$ cat src/rtl/fept_map.vh
/*
 * register indexes, field positions and reset values of the fiber
 * event and pattern test block.
 * assumes a 32-bit classic wishbone slave: byte address = 4 * index.
 */
// Overview of operation
// - speed change latches event bit 14 until the event register is read
// - duplex change latches event bit 13 until read
// - received base or next page latches event bit 12 until read
// - negotiation complete latches event bit 11 until read
// - link up/down change latches event bit 10 until read
// - symbol error latches bit 9, false carrier bit 8, until read
// - elastic fifo over/underflow latches event bit 7 until read
// - energy-detect toggle either way latches event bit 4 until read
// - receive error tally is 16 bits and sticks at 0xFFFF
// - both false carrier and symbol error bump the receive tally
// - with lock-wait set, checker tally waits for pattern lock, again after a pattern change
// - writing 1 to clear bit 4 zeroes the high half and restarts the count from that cycle's error; bit self-clears
// - selector 11 makes the generator emit alternating one-zero
// - reading the low half freezes the high half for a coherent pair
// - high half refreshes only by a prior low read or the clear bit; read low first
`ifndef FEPT_MAP_VH
`define FEPT_MAP_VH

// ***************************************************************
// register indexes
// ***************************************************************
`define FEPT_IDX_SOFT_RESET 6'h00
`define FEPT_IDX_EVENT 6'h13
`define FEPT_IDX_RX_TALLY 6'h15
`define FEPT_IDX_PAT_CTRL 6'h17
`define FEPT_IDX_PAT_LOW 6'h18
`define FEPT_IDX_PAT_HIGH 6'h19

// ***************************************************************
// fields
// ***************************************************************
`define FEPT_EV_SPEED 14
`define FEPT_EV_DUPLEX 13
`define FEPT_EV_PAGE 12
`define FEPT_EV_ANEG 11
`define FEPT_EV_LINK 10
`define FEPT_EV_SYMBOL 9
`define FEPT_EV_FALSE_CAR 8
`define FEPT_EV_FIFO 7
`define FEPT_EV_ENERGY 4
`define FEPT_CT_GEN_EN 0
`define FEPT_CT_CHK_EN 1
`define FEPT_CT_SEL_LO 2
`define FEPT_CT_CLEAR 4
`define FEPT_CT_LOCK_WAIT 5
`define FEPT_CT_INV_GEN 6
`define FEPT_CT_INV_CHK 7
`define FEPT_SOFT_RESET_BIT 15

// ***************************************************************
// encodings and reset values
// ***************************************************************
`define FEPT_SEL_PRBS7 2'h0
`define FEPT_SEL_PRBS23 2'h1
`define FEPT_SEL_PRBS31 2'h2
`define FEPT_SEL_ALT 2'h3
`define FEPT_CTRL_RST 16'h0000
`define FEPT_ENERGY_RST 1'h1
`define FEPT_TALLY_MAX 16'hFFFF
`define FEPT_LFSR_SEED 31'h7FFFFFFF
`define FEPT_LOCK_RUN 6'h20

`endif

$ cat src/rtl/fept_top.v
/*
 * fiber event latches, receive error tally and pattern generator /
 * checker with a classic wishbone register port.
 * assumes status inputs and the serial pattern bits are produced by
 * logic on I_SYS_CLK, one pattern bit per clock.
 */
`timescale 1ns/10ps
`include "fept_map.vh"

module fept_top #(
  parameter LOCK_RUN = `FEPT_LOCK_RUN
) (
  input wire I_SYS_CLK,
  input wire I_RST_B,
  input wire I_WB_CYC,
  input wire I_WB_STB,
  input wire I_WB_WE,
  input wire [7:0] I_WB_ADR,
  input wire [3:0] I_WB_SEL,
  input wire [31:0] I_WB_DAT,
  output reg [31:0] O_WB_DAT,
  output reg O_WB_ACK,
  input wire [1:0] I_SPEED,
  input wire I_DUPLEX,
  input wire I_PAGE_RX,
  input wire I_ANEG_DONE,
  input wire I_LINK_UP,
  input wire I_SYMBOL_ERR,
  input wire I_FALSE_CARRIER,
  input wire I_FIFO_ERR,
  input wire I_NO_ENERGY,
  input wire I_PAT_RX,
  output reg O_PAT_TX,
  output reg O_PAT_LOCK
);

  // ***************************************************************
  // functions
  // ***************************************************************
  // next feedback bit of the selected sequence, shifting toward msb
  function fb_bit;
    input [30:0] s;
    input [1:0] sel;
    begin
      case (sel)
        `FEPT_SEL_PRBS7: fb_bit = s[6] ^ s[5];
        `FEPT_SEL_PRBS23: fb_bit = s[22] ^ s[17];
        `FEPT_SEL_PRBS31: fb_bit = s[30] ^ s[27];
        default: fb_bit = ~s[0];
      endcase
    end
  endfunction

  // ***************************************************************
  // bus decode
  // ***************************************************************
  wire req = I_WB_CYC & I_WB_STB & ~O_WB_ACK;
  wire [5:0] idx = I_WB_ADR[7:2];
  wire wr = req & I_WB_WE;
  wire rd = req & ~I_WB_WE;
  wire rd_event = rd & (idx == `FEPT_IDX_EVENT);
  wire rd_tally = rd & (idx == `FEPT_IDX_RX_TALLY);
  wire rd_low = rd & (idx == `FEPT_IDX_PAT_LOW);
  wire wr_ctrl = wr & (idx == `FEPT_IDX_PAT_CTRL);
  wire soft_rst = wr & (idx == `FEPT_IDX_SOFT_RESET) & I_WB_SEL[1] &
    I_WB_DAT[`FEPT_SOFT_RESET_BIT];

  reg [15:0] ctrl_ff;
  reg [15:0] event_ff;
  reg [15:0] rx_tally_ff;
  reg [31:0] pat_cnt_ff;
  reg [15:0] pat_high_ff;
  reg [31:0] nxt_dat;

  always @* begin
    nxt_dat = 32'h00000000;
    case (idx)
      `FEPT_IDX_EVENT: nxt_dat[15:0] = event_ff;
      `FEPT_IDX_RX_TALLY: nxt_dat[15:0] = rx_tally_ff;
      `FEPT_IDX_PAT_CTRL: nxt_dat[15:0] = ctrl_ff;
      `FEPT_IDX_PAT_LOW: nxt_dat[15:0] = pat_cnt_ff[15:0];
      `FEPT_IDX_PAT_HIGH: nxt_dat[15:0] = pat_high_ff;
      default: nxt_dat = 32'h00000000;
    endcase
  end

  // one-cycle ack for every access, mapped or not
  always @(posedge I_SYS_CLK or negedge I_RST_B) begin
    if (!I_RST_B) begin
      O_WB_ACK <= 1'b0;
      O_WB_DAT <= 32'h00000000;
    end else begin
      O_WB_ACK <= req;
      if (rd) begin
        O_WB_DAT <= nxt_dat;
      end
    end
  end

  // ***************************************************************
  // control register
  // ***************************************************************
  wire gen_en = ctrl_ff[`FEPT_CT_GEN_EN];
  wire chk_en = ctrl_ff[`FEPT_CT_CHK_EN];
  wire [1:0] sel = ctrl_ff[`FEPT_CT_SEL_LO+1:`FEPT_CT_SEL_LO];
  wire lock_wait = ctrl_ff[`FEPT_CT_LOCK_WAIT];
  wire clr_pat = ctrl_ff[`FEPT_CT_CLEAR];
  reg [15:0] nxt_ctrl;

  always @* begin
    nxt_ctrl = ctrl_ff;
    nxt_ctrl[`FEPT_CT_CLEAR] = 1'b0;
    if (wr_ctrl & I_WB_SEL[0]) begin
      nxt_ctrl[7:0] = I_WB_DAT[7:0];
    end
    if (wr_ctrl & I_WB_SEL[1]) begin
      nxt_ctrl[15:8] = I_WB_DAT[15:8];
    end
    if (soft_rst) begin
      // software reset drops only the enables and the clear strobe
      nxt_ctrl[`FEPT_CT_GEN_EN] = 1'b0;
      nxt_ctrl[`FEPT_CT_CHK_EN] = 1'b0;
      nxt_ctrl[`FEPT_CT_CLEAR] = 1'b0;
    end
  end

  always @(posedge I_SYS_CLK or negedge I_RST_B) begin
    if (!I_RST_B) begin
      ctrl_ff <= `FEPT_CTRL_RST;
    end else begin
      ctrl_ff <= nxt_ctrl;
    end
  end

  // ***************************************************************
  // event latches
  // ***************************************************************
  reg [1:0] speed_ff;
  reg duplex_ff;
  reg link_ff;
  reg energy_ff;
  reg [15:0] ev_set;

  always @* begin
    ev_set = 16'h0000;
    ev_set[`FEPT_EV_SPEED] = (I_SPEED != speed_ff);
    ev_set[`FEPT_EV_DUPLEX] = (I_DUPLEX != duplex_ff);
    ev_set[`FEPT_EV_PAGE] = I_PAGE_RX;
    ev_set[`FEPT_EV_ANEG] = I_ANEG_DONE;
    ev_set[`FEPT_EV_LINK] = (I_LINK_UP != link_ff);
    ev_set[`FEPT_EV_SYMBOL] = I_SYMBOL_ERR;
    ev_set[`FEPT_EV_FALSE_CAR] = I_FALSE_CARRIER;
    ev_set[`FEPT_EV_FIFO] = I_FIFO_ERR;
    ev_set[`FEPT_EV_ENERGY] = (I_NO_ENERGY != energy_ff);
  end

  // an event in the same cycle as the clearing read survives the read
  always @(posedge I_SYS_CLK or negedge I_RST_B) begin
    if (!I_RST_B) begin
      speed_ff <= 2'h0;
      duplex_ff <= 1'b0;
      link_ff <= 1'b0;
      energy_ff <= `FEPT_ENERGY_RST;
      event_ff <= 16'h0000;
    end else begin
      speed_ff <= I_SPEED;
      duplex_ff <= I_DUPLEX;
      link_ff <= I_LINK_UP;
      energy_ff <= I_NO_ENERGY;
      if (rd_event | soft_rst) begin
        event_ff <= ev_set;
      end else begin
        event_ff <= event_ff | ev_set;
      end
    end
  end

  // ***************************************************************
  // receive error tally
  // ***************************************************************
  wire rx_err = I_SYMBOL_ERR | I_FALSE_CARRIER;

  // soft reset deliberately not in this process
  always @(posedge I_SYS_CLK or negedge I_RST_B) begin
    if (!I_RST_B) begin
      rx_tally_ff <= 16'h0000;
    end else if (rd_tally) begin
      rx_tally_ff <= {15'h0000, rx_err};
    end else if (rx_err && rx_tally_ff != `FEPT_TALLY_MAX) begin
      rx_tally_ff <= rx_tally_ff + 16'h0001;
    end
  end

  // ***************************************************************
  // pattern generator
  // ***************************************************************
  reg [30:0] gen_ff;

  always @(posedge I_SYS_CLK or negedge I_RST_B) begin
    if (!I_RST_B) begin
      gen_ff <= `FEPT_LFSR_SEED;
      O_PAT_TX <= 1'b0;
    end else if (gen_en) begin
      gen_ff <= {gen_ff[29:0], fb_bit(gen_ff, sel)};
      O_PAT_TX <= fb_bit(gen_ff, sel) ^ ctrl_ff[`FEPT_CT_INV_GEN];
    end else begin
      O_PAT_TX <= 1'b0;
    end
  end

  // ***************************************************************
  // pattern checker
  // ***************************************************************
  // self-synchronising: the expected bit comes from the received history
  wire rx_bit = I_PAT_RX ^ ctrl_ff[`FEPT_CT_INV_CHK];
  reg [30:0] chk_ff;
  reg [5:0] run_ff;
  reg [1:0] sel_seen_ff;
  wire bit_err = (rx_bit != fb_bit(chk_ff, sel));
  wire count_ok = chk_en & (O_PAT_LOCK | ~lock_wait);
  wire pat_inc = count_ok & bit_err;

  always @(posedge I_SYS_CLK or negedge I_RST_B) begin
    if (!I_RST_B) begin
      chk_ff <= 31'h00000000;
      run_ff <= 6'h00;
      sel_seen_ff <= `FEPT_SEL_PRBS7;
      O_PAT_LOCK <= 1'b0;
    end else begin
      sel_seen_ff <= sel;
      if (!chk_en || sel != sel_seen_ff) begin
        // lock is re-earned after a disable or a pattern change
        run_ff <= 6'h00;
        O_PAT_LOCK <= 1'b0;
      end else begin
        chk_ff <= {chk_ff[29:0], rx_bit};
        if (bit_err) begin
          run_ff <= 6'h00;
        end else if (run_ff != LOCK_RUN[5:0]) begin
          run_ff <= run_ff + 6'h01;
        end else begin
          O_PAT_LOCK <= 1'b1;
        end
      end
    end
  end

  // ***************************************************************
  // checker error tally
  // ***************************************************************
  always @(posedge I_SYS_CLK or negedge I_RST_B) begin
    if (!I_RST_B) begin
      pat_cnt_ff <= 32'h00000000;
      pat_high_ff <= 16'h0000;
    end else begin
      if (clr_pat) begin
        pat_cnt_ff <= {31'h00000000, pat_inc};
      end else if (pat_inc && pat_cnt_ff != 32'hFFFFFFFF) begin
        pat_cnt_ff <= pat_cnt_ff + 32'h00000001;
      end
      if (clr_pat) begin
        pat_high_ff <= 16'h0000;
      end else if (rd_low) begin
        pat_high_ff <= pat_cnt_ff[31:16];
      end
    end
  end

endmodule

$ cat config.mk
export PLATFORM = sky130hd
export DESIGN_NAME = fept_top
export DESIGN_NICKNAME = d
export VERILOG_FILES = /design/src/rtl/fept_top.v
export VERILOG_INCLUDE_DIRS = /design/src /design/src/rtl
export SDC_FILE = /design/constraint.sdc
export NUM_CORES = 1
export LEC_CHECK = 0
export ABC_AREA = 1
export BUFFER_PORTS_ARGS = -buffer_cell sky130_fd_sc_hd__buf_2
export CAP_MARGIN = 10
export CORE_MARGIN = 2
export CORE_UTILIZATION = 24
export DETAILED_ROUTE_END_ITERATION = 7
export GPL_TIMING_DRIVEN = 0
export SLEW_MARGIN = 20
export SYNTH_ARGS = -nofsm -noshare
export SYNTH_HDL_FRONTEND = slang
export SYNTH_SLANG_ARGS = --single-unit
$ cat constraint.sdc
create_clock -name I_SYS_CLK -period 3.79 [get_ports I_SYS_CLK]
set_input_delay 0.1895 -clock I_SYS_CLK [delete_from_list [all_inputs] [get_ports I_SYS_CLK]]
set_output_delay 0.1895 -clock I_SYS_CLK [all_outputs]
set_load 0.02 [all_outputs]
# [Yosys cells after proc, flatten, opt, wreduce, memory -nomap -nowiden]
# Cells that the tools add are included.
# W data, S select, Z words.
[word_totals] ff_bits=190 wordCells=106 output_inout_bits=35 input_bits=60
[classes] muxes=21 reduce_logical=12 eq_ne=18 addsub=3 bitwise_logic=32
[op_table] operator="$mux W16" n=5
[op_table] operator="$pmux W16 S5" n=1
[op_table] operator="$mux W32" n=2
[op_table] operator="$add A32 B1 Y32 const B" n=1
[op_table] operator="$ne A32 B32 Y1 const B" n=1
[op_table] operator="$eq A6 B5 Y1 const B" n=5
[op_table] operator="$mux W6" n=3
[op_table] operator="$add A16 B1 Y16 const B" n=1
[op_table] operator="$ne A16 B16 Y1 const B" n=1
[op_table] operator="$or A16 B15 Y16" n=1
[op_table] operator="$and A1 B1 Y1" n=15
[op_table] operator="$reduce_bool A2 Y1" n=4
[op_table] operator="$xor A1 B1 Y1" n=8
[op_table] operator="$add A6 B1 Y6 const B" n=1
[op_table] operator="$logic_not A6 Y1" n=1
[op_table] operator="$mux W1" n=6
[op_table] operator="$ne A6 B6 Y1 const B" n=1
[op_table] operator="$pmux W1 S3" n=2
[op_table] operator="$mux W5" n=1
[op_table] operator="$not A1 Y1" n=5
[op_table] operator="$ne A1 B1 Y1" n=4
[op_table] operator="$ne A2 B2 Y1" n=2
[op_table] operator="$or A1 B1 Y1" n=3
[op_table] operator="$reduce_bool A3 Y1" n=1
[op_table] operator="10 further kinds" n=11

# [Logic depth before layout (Yosys ltp)]
# Gate-level depths: netlist of the first run.
[logic_depth] word_depth=8 ltp_mapped=14 mapped_depth_nobuf=13

# [Worst setup path before layout of the first run]
# OpenSTA, ideal clock, no wires.
[synth_path] path_kind="reg2reg" startpoint="register rx_tally_ff[0]" endpoint="register rx_tally_ff[0]" n_path_buf=1 stages_incl_launch_ff=12 setup_ps=117 arrival_time_ps=1646 path_slack_ps=2027 required_ps=3673 synth_period_minus_slack_ps=1763 cell_sequence="dfrtp_1 -> ha_1 -> nand2_1 -> nor3_2 -> nand3_1 -> nor2_1 -> nand2_1 -> nand2_4 -> nand2_4 -> buf_6 -> nand2_1 -> o21ai_2"
[synth_between] elab_chain_cells=3 elab_cells_between_ends=6 cone_classes="add/sub: 1; eq/ne: 1; mux: 2; reduce/logical: 2"
[synth_rtl] element="start, declared" line="fept_top.v:70" source="reg [15:0] rx_tally_ff;"
[synth_rtl] element="start signal, assigned" line="fept_top.v:188" source="rx_tally_ff <= {15'h0000, rx_err};"
[synth_rtl] element="start signal, assigned" line="fept_top.v:190" source="rx_tally_ff <= rx_tally_ff + 16'h0001;"
[synth_rtl] element="$add A16 B1 Y16 / $ne A16 B16 Y1 (equally long branches)"
[synth_rtl] element="$mux W16 / $logic_and A1 B1 Y1 (equally long branches)"
[synth_rtl] element="$mux W16 / $reduce_bool A2 Y1 (equally long branches)"
# Parallel ways exist; a longest one is shown, timed or not. The select of a mux whose other input is x is not followed.
# A chain may end at the register's enable or synchronous reset.

# [Worst setup path in the final report of the first run]
[layout_path] startpoint="input port I_WB_STB" endpoint="register O_WB_DAT[14]"
[layout_between] elab_chain_cells=3
[layout_rtl] element="start, declared" line="fept_top.v:16" source="input wire I_WB_STB,"
[layout_rtl] element="$and A1 B1 Y1 (2 in a row)" line="fept_top.v:57" source="wire req = I_WB_CYC & I_WB_STB & ~O_WB_ACK;"
[layout_rtl] element="named net req" line="fept_top.v:57"
[layout_rtl] element="$and A1 B1 Y1" line="fept_top.v:60" source="wire rd = req & ~I_WB_WE;"
[layout_rtl] element="end signal, assigned" line="fept_top.v:95" source="O_WB_DAT <= nxt_dat;"
[layout_rtl] element="end, declared" line="fept_top.v:21" source="output reg [31:0] O_WB_DAT,"
# The timed path passes the listed nets, and every way through them passes these cells.

==> impl_metrics.py, run 1 <==
metrics = {
    "drt": {
        "detail_route.first_pass.iterations": 5,
        "routed_via_density": 4.37,
        "initialDrtViolationCount": 535,
        "drt.antenna.violating_nets": 0,
        "drt_drc_violations_left": 0,
        "via_count": 7855,
        "post_drt_wl_per_cell_um": 14.2,
        "route.final.wire_length_um": 25500,
    },
    "setup_path": {
        "timing.reg2reg.worst_path_depth": 7,
        "regToRegSetupSlack_ns": 1.58,
        "worst-endpoint-required_ns": 4.09,
        "cp_top_delay_family": "buffers and inverters",
        "worstSetupEndpoint": "O_WB_DAT[14]$_DFFE_PN0N_",
        "timing.critical_path.slowest_cell_delay_ns": 0.56,
        "critical_path.startpoint": "I_WB_STB",
        "reg2reg_launch_point": "O_WB_ACK$_DFF_PN0_",
        "worst-endpoint-arrival_ns": 3.04,
        "timing.critical_path.slowest_stage_cell": "dlygate4sd3_1",
        "cp_cell_sequence": "dlygate4sd3_1, buf_2, nand2_1, dlygate4sd3_1, nor2_2, nand2_1, inv_1, clkbuf_1, o21ai_0, a21oi_1, a41oi_1",
        "worst_r2r_endpoint": "O_WB_DAT[14]$_DFFE_PN0N_",
        "worstSetupPathDepth": 11,
        "critPathCaptureType": "flop",
        "critical_path_peak_fanout": 10,
        "class_of_the_most_critical_setup_path": "in2reg",
        "critical_path.n_buffers_inverters": 5,
        "worstSetupStartpointType": "primary input",
    },
    "floorplanning": {
        "io-pin-count": 95,
        "start_util_pct": 24.2,
        "die_width_um": 201,
        "row_count": 72,
        "die_height_um": 201,
        "placeableCoreArea_um2": 38400,
        "design.die.area_um2": 40300,
    },
    "clock_tree": {
        "path_clk_slew_ns": 0.07,
        "clock-root-buffer": "clkbuf_16",
        "inserted_clock_buffers": 17,
        "insertion_delay_of_the_later_clocked_pin_in_the_worst_skew_pair_ns": 0.44,
        "quantity_of_hold_fixing_buffers_added_after_cts": 25,
        "cts_setup_buffers": 0,
        "cts.repair.resized": 0,
        "cts.path.max_buffers": 2,
        "cts.htree.levels": 4,
        "tritoncts_clock_tree": "yes",
        "cts_num_sinks": 183,
    },
    "logic_synthesis": {
        "ys_seq_area_share_pct": 49.8,
        "number_of_flops_mapped_to_enable_cells_by_yosys": 0,
        "yosys_warnings": 0,
        "syn_avg_cell_area_um2": 8.08,
        "ys_dominant_reg_cell": "dfrtp_1",
        "synth.cell_area_um2": 9290,
        "ys_types": 47,
        "syn-instance-count": 1149,
        "ys_ff_latch": 183,
        "async_flop_share_pct": 100,
    },
    "sta": {
        "final-hold-violation-count": 0,
        "tightestPinTransition_ns": 0.674,
        "grt_setup_unrepaired": "false",
        "fmax_ghz": 0.366,
        "maxSlewHeadroom_pct": 55.0,
        "final.setup.tns_ns": 0,
        "finalSetupViolations": 0,
        "worst_clock_skew_ns": 0.00853,
        "min_period_ns": 2.74,
        "fin_crit_sh_pct": 72.2,
        "slew_violations": 0,
    },
    "placement": {
        "buffer_ports.inserted": 58,
        "post-dp-hpwl_um": 19100,
        "placed_cells": 1741,
        "gpl.final_weighted_congestion": 0.926,
        "place_area_um2": 10300,
    },
    "status": {
        "run_status": "finished clean",
    },
    "pwr": {
        "worst_voltage_drop_across_the_vdd_grid_uv": 370,
        "power_leakage_nw": 5.24,
        "powerDensity_nw_per_um2": 523,
        "finalPower_mw": 5.85,
    },
    "global_routing": {
        "grt_max_degree": 96,
        "via_count_of_the_first_global_routing_pass": 7592,
        "grt_remaining_overflow": 0,
        "grt_antenna_before_repair": 0,
        "grt_use_total_pct": 12.9,
        "wire_length_of_the_first_global_routing_pass_um": 41200,
    },
    "min_path": {
        "timing.hold.worst_path_depth": 3,
        "hold_path.class": "in2reg",
    },
    "finish": {
        "num-nets-final": 1331,
        "antennaDiodeCount": 0,
        "post_route_cells_drive_above_1_share_pct": 15.1,
        "area.growth.synth_to_final_pct": 20.4,
        "finalInstanceArea_um2": 11200,
        "post_layout_nonfiller_instances": 1798,
    },
    "job": {
        "max_cap_violations": 0,
    },
}
==> cell usage in the layout (no fill, tap or decap), types with 4 or more instances in the layout <==
master	count
o21bai_1	5
a41oi_1	4
nor2_1	96
xor2_1	28
a31oi_1	4
dlygate4sd3_1	26
buf_6	8
o21ai_2	8
dfrtp_1	151
nand2_1	367
a21oi_1	23
o21ai_0	78
clkbuf_1	22
conb_1	16
nor2_2	6
xnor2_1	13
ha_1	4
nand4_1	21
buf_2	65
o22ai_1	11
clkbuf_16	17
inv_1	113
mux2_2	7
nor3_1	16
o21ai_1	4
nand3_1	67
dfstp_2	32
nor4_1	4
buf_4	16
==> per-stage QoR <==
stage          hold WS [ns]  setup slack, ns  utilization [%]
4_1_cts             0.00398             1.10             29.1
2_1_floorplan        -0.106             2.03                -
3_3_place_gp          0.316           -0.482             26.8
3_5_place_dp          0.255             1.64             26.9
5_1_grt              0.0295            0.879             29.1
6_report             0.0126             1.05             29.1
==> worst min-delay path, cell delays in order <==
cell and delay, ns:
buf_2 0.08, nand2_1 0.07, o21ai_0 0.07
==> area by class of cell <==
type                    instances  area, um2
fillers                      4127      27200
flip-flops and latches        183       4620
multi-input cells             811       3940
well taps                     518        648
repair buffers                 84        578
clock buffers                  20        447
inverters                     116        435
plain buffers                  54        349
clock inverters                12        164
==> cell usage after synthesis (3+ instances only) <==
library cell / count / area (um2)
buf_4: 16 / 120
a22o_1: 3 / 26.3
dfrtp_1: 151 / 3780
nor2_1: 96 / 360
o21ai_2: 8 / 70.1
nand2_1: 367 / 1380
nor4_1: 4 / 25.0
o22ai_1: 11 / 68.8
buf_6: 8 / 90.1
nand3_1: 67 / 335
dfstp_2: 32 / 841
a31oi_1: 4 / 25.0
a21oi_1: 23 / 115
clkbuf_1: 20 / 75.1
o21bai_1: 5 / 37.5
xor2_1: 28 / 245
inv_1: 113 / 424
ha_1: 4 / 50.1
xnor2_1: 13 / 114
nor3_1: 16 / 80.1
nand4_1: 21 / 131
nand2_4: 3 / 33.8
o21ai_0: 78 / 390
mux2_2: 7 / 78.8
nor3_2: 3 / 30.0
a41oi_1: 4 / 35.0
buf_2: 8 / 40.0
o21ai_1: 4 / 20.0
nor2_2: 6 / 37.5
nand2_2: 3 / 18.8
==> sequential cells by signal, summed over array words and instances (netlist names) <==
register / flops
pat_cnt_ff: 32
chk_ff: 31
gen_ff: 31
O_WB_DAT: 16
ctrl_ff: 16
pat_high_ff: 16
rx_tally_ff: 16
event_ff: 9
run_ff: 6
sel_seen_ff: 2
speed_ff: 2
O_PAT_LOCK: 1
O_PAT_TX: 1
O_WB_ACK: 1
duplex_ff: 1
energy_ff: 1
link_ff: 1
==> worst min path at each step <==
stage                     slack (ns)        start                     end
final                           0.01  I_WB_DAT[0]  ctrl_ff[0]$_DFFE_PN0P_
after global routing            0.03  I_WB_DAT[0]  ctrl_ff[0]$_DFFE_PN0P_
after CTS                      0.004  I_WB_DAT[0]  ctrl_ff[0]$_DFFE_PN0P_
after detailed placement        0.25      I_RST_B  ctrl_ff[6]$_DFFE_PN0P_
after global placement          0.32  I_NO_ENERGY     energy_ff$_DFF_PN1_
after floorplan                -0.11      I_RST_B  O_PAT_LOCK$_DFFE_PN0P_
==> power by group <==
group / switching (mW) / total, mW / internal, mW / leakage [nW]
clock network: 0.810 / 1.88 / 1.07 / 0.295
registers: 0.302 / 2.81 / 2.51 / 2.23
logic: 0.730 / 1.16 / 0.435 / 2.72
total: 1.84 / 5.85 / 4.01 / 5.24
==> cells by family after synthesis <==
| group | Yosys count | share of synthesized area, % |
|---|---|---|
| buffers and inverters | 170 | 8.45 |
| adders and majority gates | 4 | 0.539 |
| DFF | 183 | 49.8 |
| muxes | 7 | 0.849 |
| and+or+nand+nor | 596 | 27.4 |
| xor gates and xnor gates | 41 | 3.87 |
| AOI/OAI and AO/OA | 147 | 9.08 |
| other | 1 | 0.0404 |
==> layer usage <==
layer	track usage, %	vias to the layer above	share of wire (%)
li1	-	3888	-
met1	18.1	3765	48
met2	19.8	181	44
met3	3.05	21	5.7
met4	3.81	0	1.4
met5	0	-	0
(Power assumes the default switching activity.)
==> run 2: changes to the inputs <==
==> constraint.sdc (replaced) <==
create_clock -name I_SYS_CLK -period 2.78 [get_ports I_SYS_CLK]
set_input_delay 0.139 -clock I_SYS_CLK [delete_from_list [all_inputs] [get_ports I_SYS_CLK]]
set_output_delay 0.139 -clock I_SYS_CLK [all_outputs]
set_load 0.02 [all_outputs]
==> run 2 against run 1 <==
Compared with the run above:
- first-iteration DRC count rose by 11%
- setup slack got worse by 0.77 ns
- largest cell class unchanged
- critical path type unchanged
- wire length rose by 0.40%
==> impl_metrics.py, run 2 (synthesis gave the netlist of run 1 again) <==
metrics = {
    "finish": {
        "post_route_cells_drive_above_1_share_pct": 15.1,
        "flip_flop_count_of_the_largest_register_all_copies_and_words_added": 32,
        "layout_commonest_cell": "nand2_1",
        "layout.cells.most_common_list": "nand2_1 (367), dfrtp_1 (151), inv_1 (113)",
        "area.growth.synth_to_final_pct": 20.8,
        "ff_latch_area_um2": 4620,
        "largest_register_by_flop_count": "pat_cnt_ff",
        "multi_input_gate_area_in_the_final_layout_um2": 3940,
        "nFillCells": 4123,
        "final_core_util_pct": 29.2,
        "num-nets-final": 1334,
        "antennaDiodeCount": 0,
        "largest_registers_ranked_by_flip_flop_count": "pat_cnt_ff x32, chk_ff x31, gen_ff x31",
    },
    "clock_tree": {
        "path_clk_slew_ns": 0.07,
        "cts.path.max_buffers": 2,
        "cts_setup_buffers": 0,
        "clock-root-buffer": "clkbuf_16",
        "cts.htree.levels": 4,
        "tritoncts_clock_tree": "yes",
        "cts_num_sinks": 183,
        "inserted_clock_buffers": 17,
        "insertion_delay_of_the_later_clocked_pin_in_the_worst_skew_pair_ns": 0.45,
    },
    "drt": {
        "post_drt_wl_per_cell_um": 14.2,
        "total_length_of_routed_met3_wires_um": 1520,
        "initialDrtViolationCount": 592,
        "route.layer.met1.wl_um": 12400,
        "drt_drc_violations_left": 0,
        "routed_via_density": 4.38,
        "route.final.wire_length_um": 25600,
        "via_count": 7881,
        "detail_route.first_pass.iterations": 6,
        "drt.antenna.violating_nets": 0,
        "detailroute.wirelength.met2_um": 11300,
        "routed.top_layer": "met4",
    },
    "global_routing": {
        "via_count_of_the_first_global_routing_pass": 7599,
        "grt_use_total_pct": 12.9,
        "grt_max_degree": 96,
        "wire_length_of_the_first_global_routing_pass_um": 41300,
        "grt_remaining_overflow": 0,
        "grt_antenna_before_repair": 0,
    },
    "floorplanning": {
        "placeableCoreArea_um2": 38400,
        "design.die.area_um2": 40300,
        "io-pin-count": 95,
        "start_util_pct": 24.2,
        "die_height_um": 201,
        "row_count": 72,
        "die_width_um": 201,
    },
    "placement": {
        "post-dp-hpwl_um": 19100,
        "buffer_ports.inserted": 58,
        "gpl.final_weighted_congestion": 0.926,
    },
    "pwr": {
        "clock_power_share_pct": 32.1,
        "switching_share_pct": 31.6,
        "power_leakage_nw": 5.26,
        "worst_voltage_drop_across_the_vdd_grid_uv": 510,
        "portion_of_total_power_attributed_to_sequential_cells_pct": 47.9,
        "netSwitchingPower_mw": 2.52,
        "p_int_mw": 5.47,
        "finalPower_mw": 7.99,
        "powerDensity_nw_per_um2": 712,
        "share_comb_of_total_power_pct": 19.9,
    },
    "status": {
        "run_status": "finished clean",
    },
    "setup_path": {
        "timing.reg2reg.worst_path_depth": 11,
        "worst-endpoint-required_ns": 3.17,
        "critPathCaptureType": "flop",
        "class_of_the_most_critical_setup_path": "in2reg",
        "reg2reg_launch_point": "pat_cnt_ff[0]$_DFFE_PN0P_",
        "worst-endpoint-arrival_ns": 2.88,
        "regToRegSetupSlack_ns": 0.60,
        "critical_path_peak_fanout": 11,
        "critical_path.startpoint": "I_WB_STB",
        "worst_r2r_endpoint": "pat_cnt_ff[27]$_DFFE_PN0P_",
        "worstSetupEndpoint": "O_WB_DAT[0]$_DFFE_PN0N_",
        "worstSetupStartpointType": "primary input",
    },
    "sta": {
        "tightestPinTransition_ns": 0.665,
        "grt_setup_unrepaired": "false",
        "slew_violations": 0,
        "finalSetupViolations": 0,
        "fmax_ghz": 0.401,
        "final-hold-violation-count": 0,
        "fin_crit_sh_pct": 89.7,
        "maxSlewHeadroom_pct": 55.3,
        "min_period_ns": 2.49,
        "final.setup.tns_ns": 0,
        "worst_clock_skew_ns": 0.00844,
    },
    "job": {
        "max_cap_violations": 0,
    },
    "min_path": {
        "hold_path.class": "in2reg",
    },
}
==> run 2: changes by cell type in the layout (fill, tap and decap cells not counted) <==
cell           change
nor2_2             +1
clkbuf_1           -1
dlygate4sd3_1      +4
nor2_1             -1
==> run 2: worst min-delay path by stage <==
stage           startpoint                       end  cells past startpoint
4_1_cts        I_WB_ADR[4]  O_WB_DAT[14]$_DFFE_PN0N_                      4
2_1_floorplan      I_RST_B    O_PAT_LOCK$_DFFE_PN0P_                      0
3_5_place_dp       I_RST_B    ctrl_ff[6]$_DFFE_PN0P_                      1
5_1_grt        I_WB_ADR[4]   O_WB_DAT[7]$_DFFE_PN0N_                      4
3_3_place_gp   I_NO_ENERGY       energy_ff$_DFF_PN1_                      1
6_report       I_WB_ADR[4]  O_WB_DAT[14]$_DFFE_PN0N_                      4
==> run 2: timing repair <==
item / in CTS / in global routing
gates resized for setup: 0 / 1
setup endpoints to repair: 0 / 9
endpoints found under the hold margin: 102 / 0
hold buffers: 29 / 0
==> run 2: final cells by class <==
cell class,count,share of cell area (%)
Timing Repair Buffer,88,5.51
Sequential cell,183,41.2
Inverter,116,3.88
Clock inverter,12,1.46
Clock buffer,20,3.98
Multi-Input combinational cell,811,35.1
Tap cell,518,5.78
Buffer,53,3.08
==> run 2: power groups by stage <==
| stage | logic, mW | registers (mW) | clock network (mW) |
|---|---|---|---|
| 2_1_floorplan | 1.12 | 3.79 | 0 |
| 3_3_place_gp | 1.53 | 3.85 | 0 |
| 3_5_place_dp | 1.58 | 3.87 | 0 |
| 4_1_cts | 1.61 | 3.83 | 2.63 |
| 5_1_grt | 1.84 | 3.91 | 2.73 |
| 6_report | 1.59 | 3.83 | 2.57 |
==> run 2: per-stage QoR <==
step | instances | cell area (um2) | worst slack (ns) | hold slack [ns]
after floorplan | 1164 | 9340 | 1.02 | -0.157
after global placement | 1740 | 10300 | -1.44 | 0.265
after detailed placement | 1741 | 10300 | 0.628 | 0.204
after CTS | 1802 | 11200 | 0.141 | 0.0888
after global routing | 1801 | 11200 | 0.122 | 0.135
final | 1801 | 11200 | 0.287 | 0.0991
==> run 2: critical path, stage by stage <==
cell and delay (ns):
dlygate4sd3_1 0.52, buf_2 0.09, nand2_1 0.03, dlygate4sd3_1 0.56, nor2_2 0.12, nand2_1 0.23
inv_1 0.39, clkbuf_1 0.43, o21ai_0 0.26, nand2_1 0.10
==> run 2: metal layers <==
metal | track usage, % | vias up
li1 | - | 3896
met1 | 18.2 | 3777
met2 | 19.8 | 186
met3 | 3.04 | 22
met4 | 3.81 | 0
met5 | 0 | -
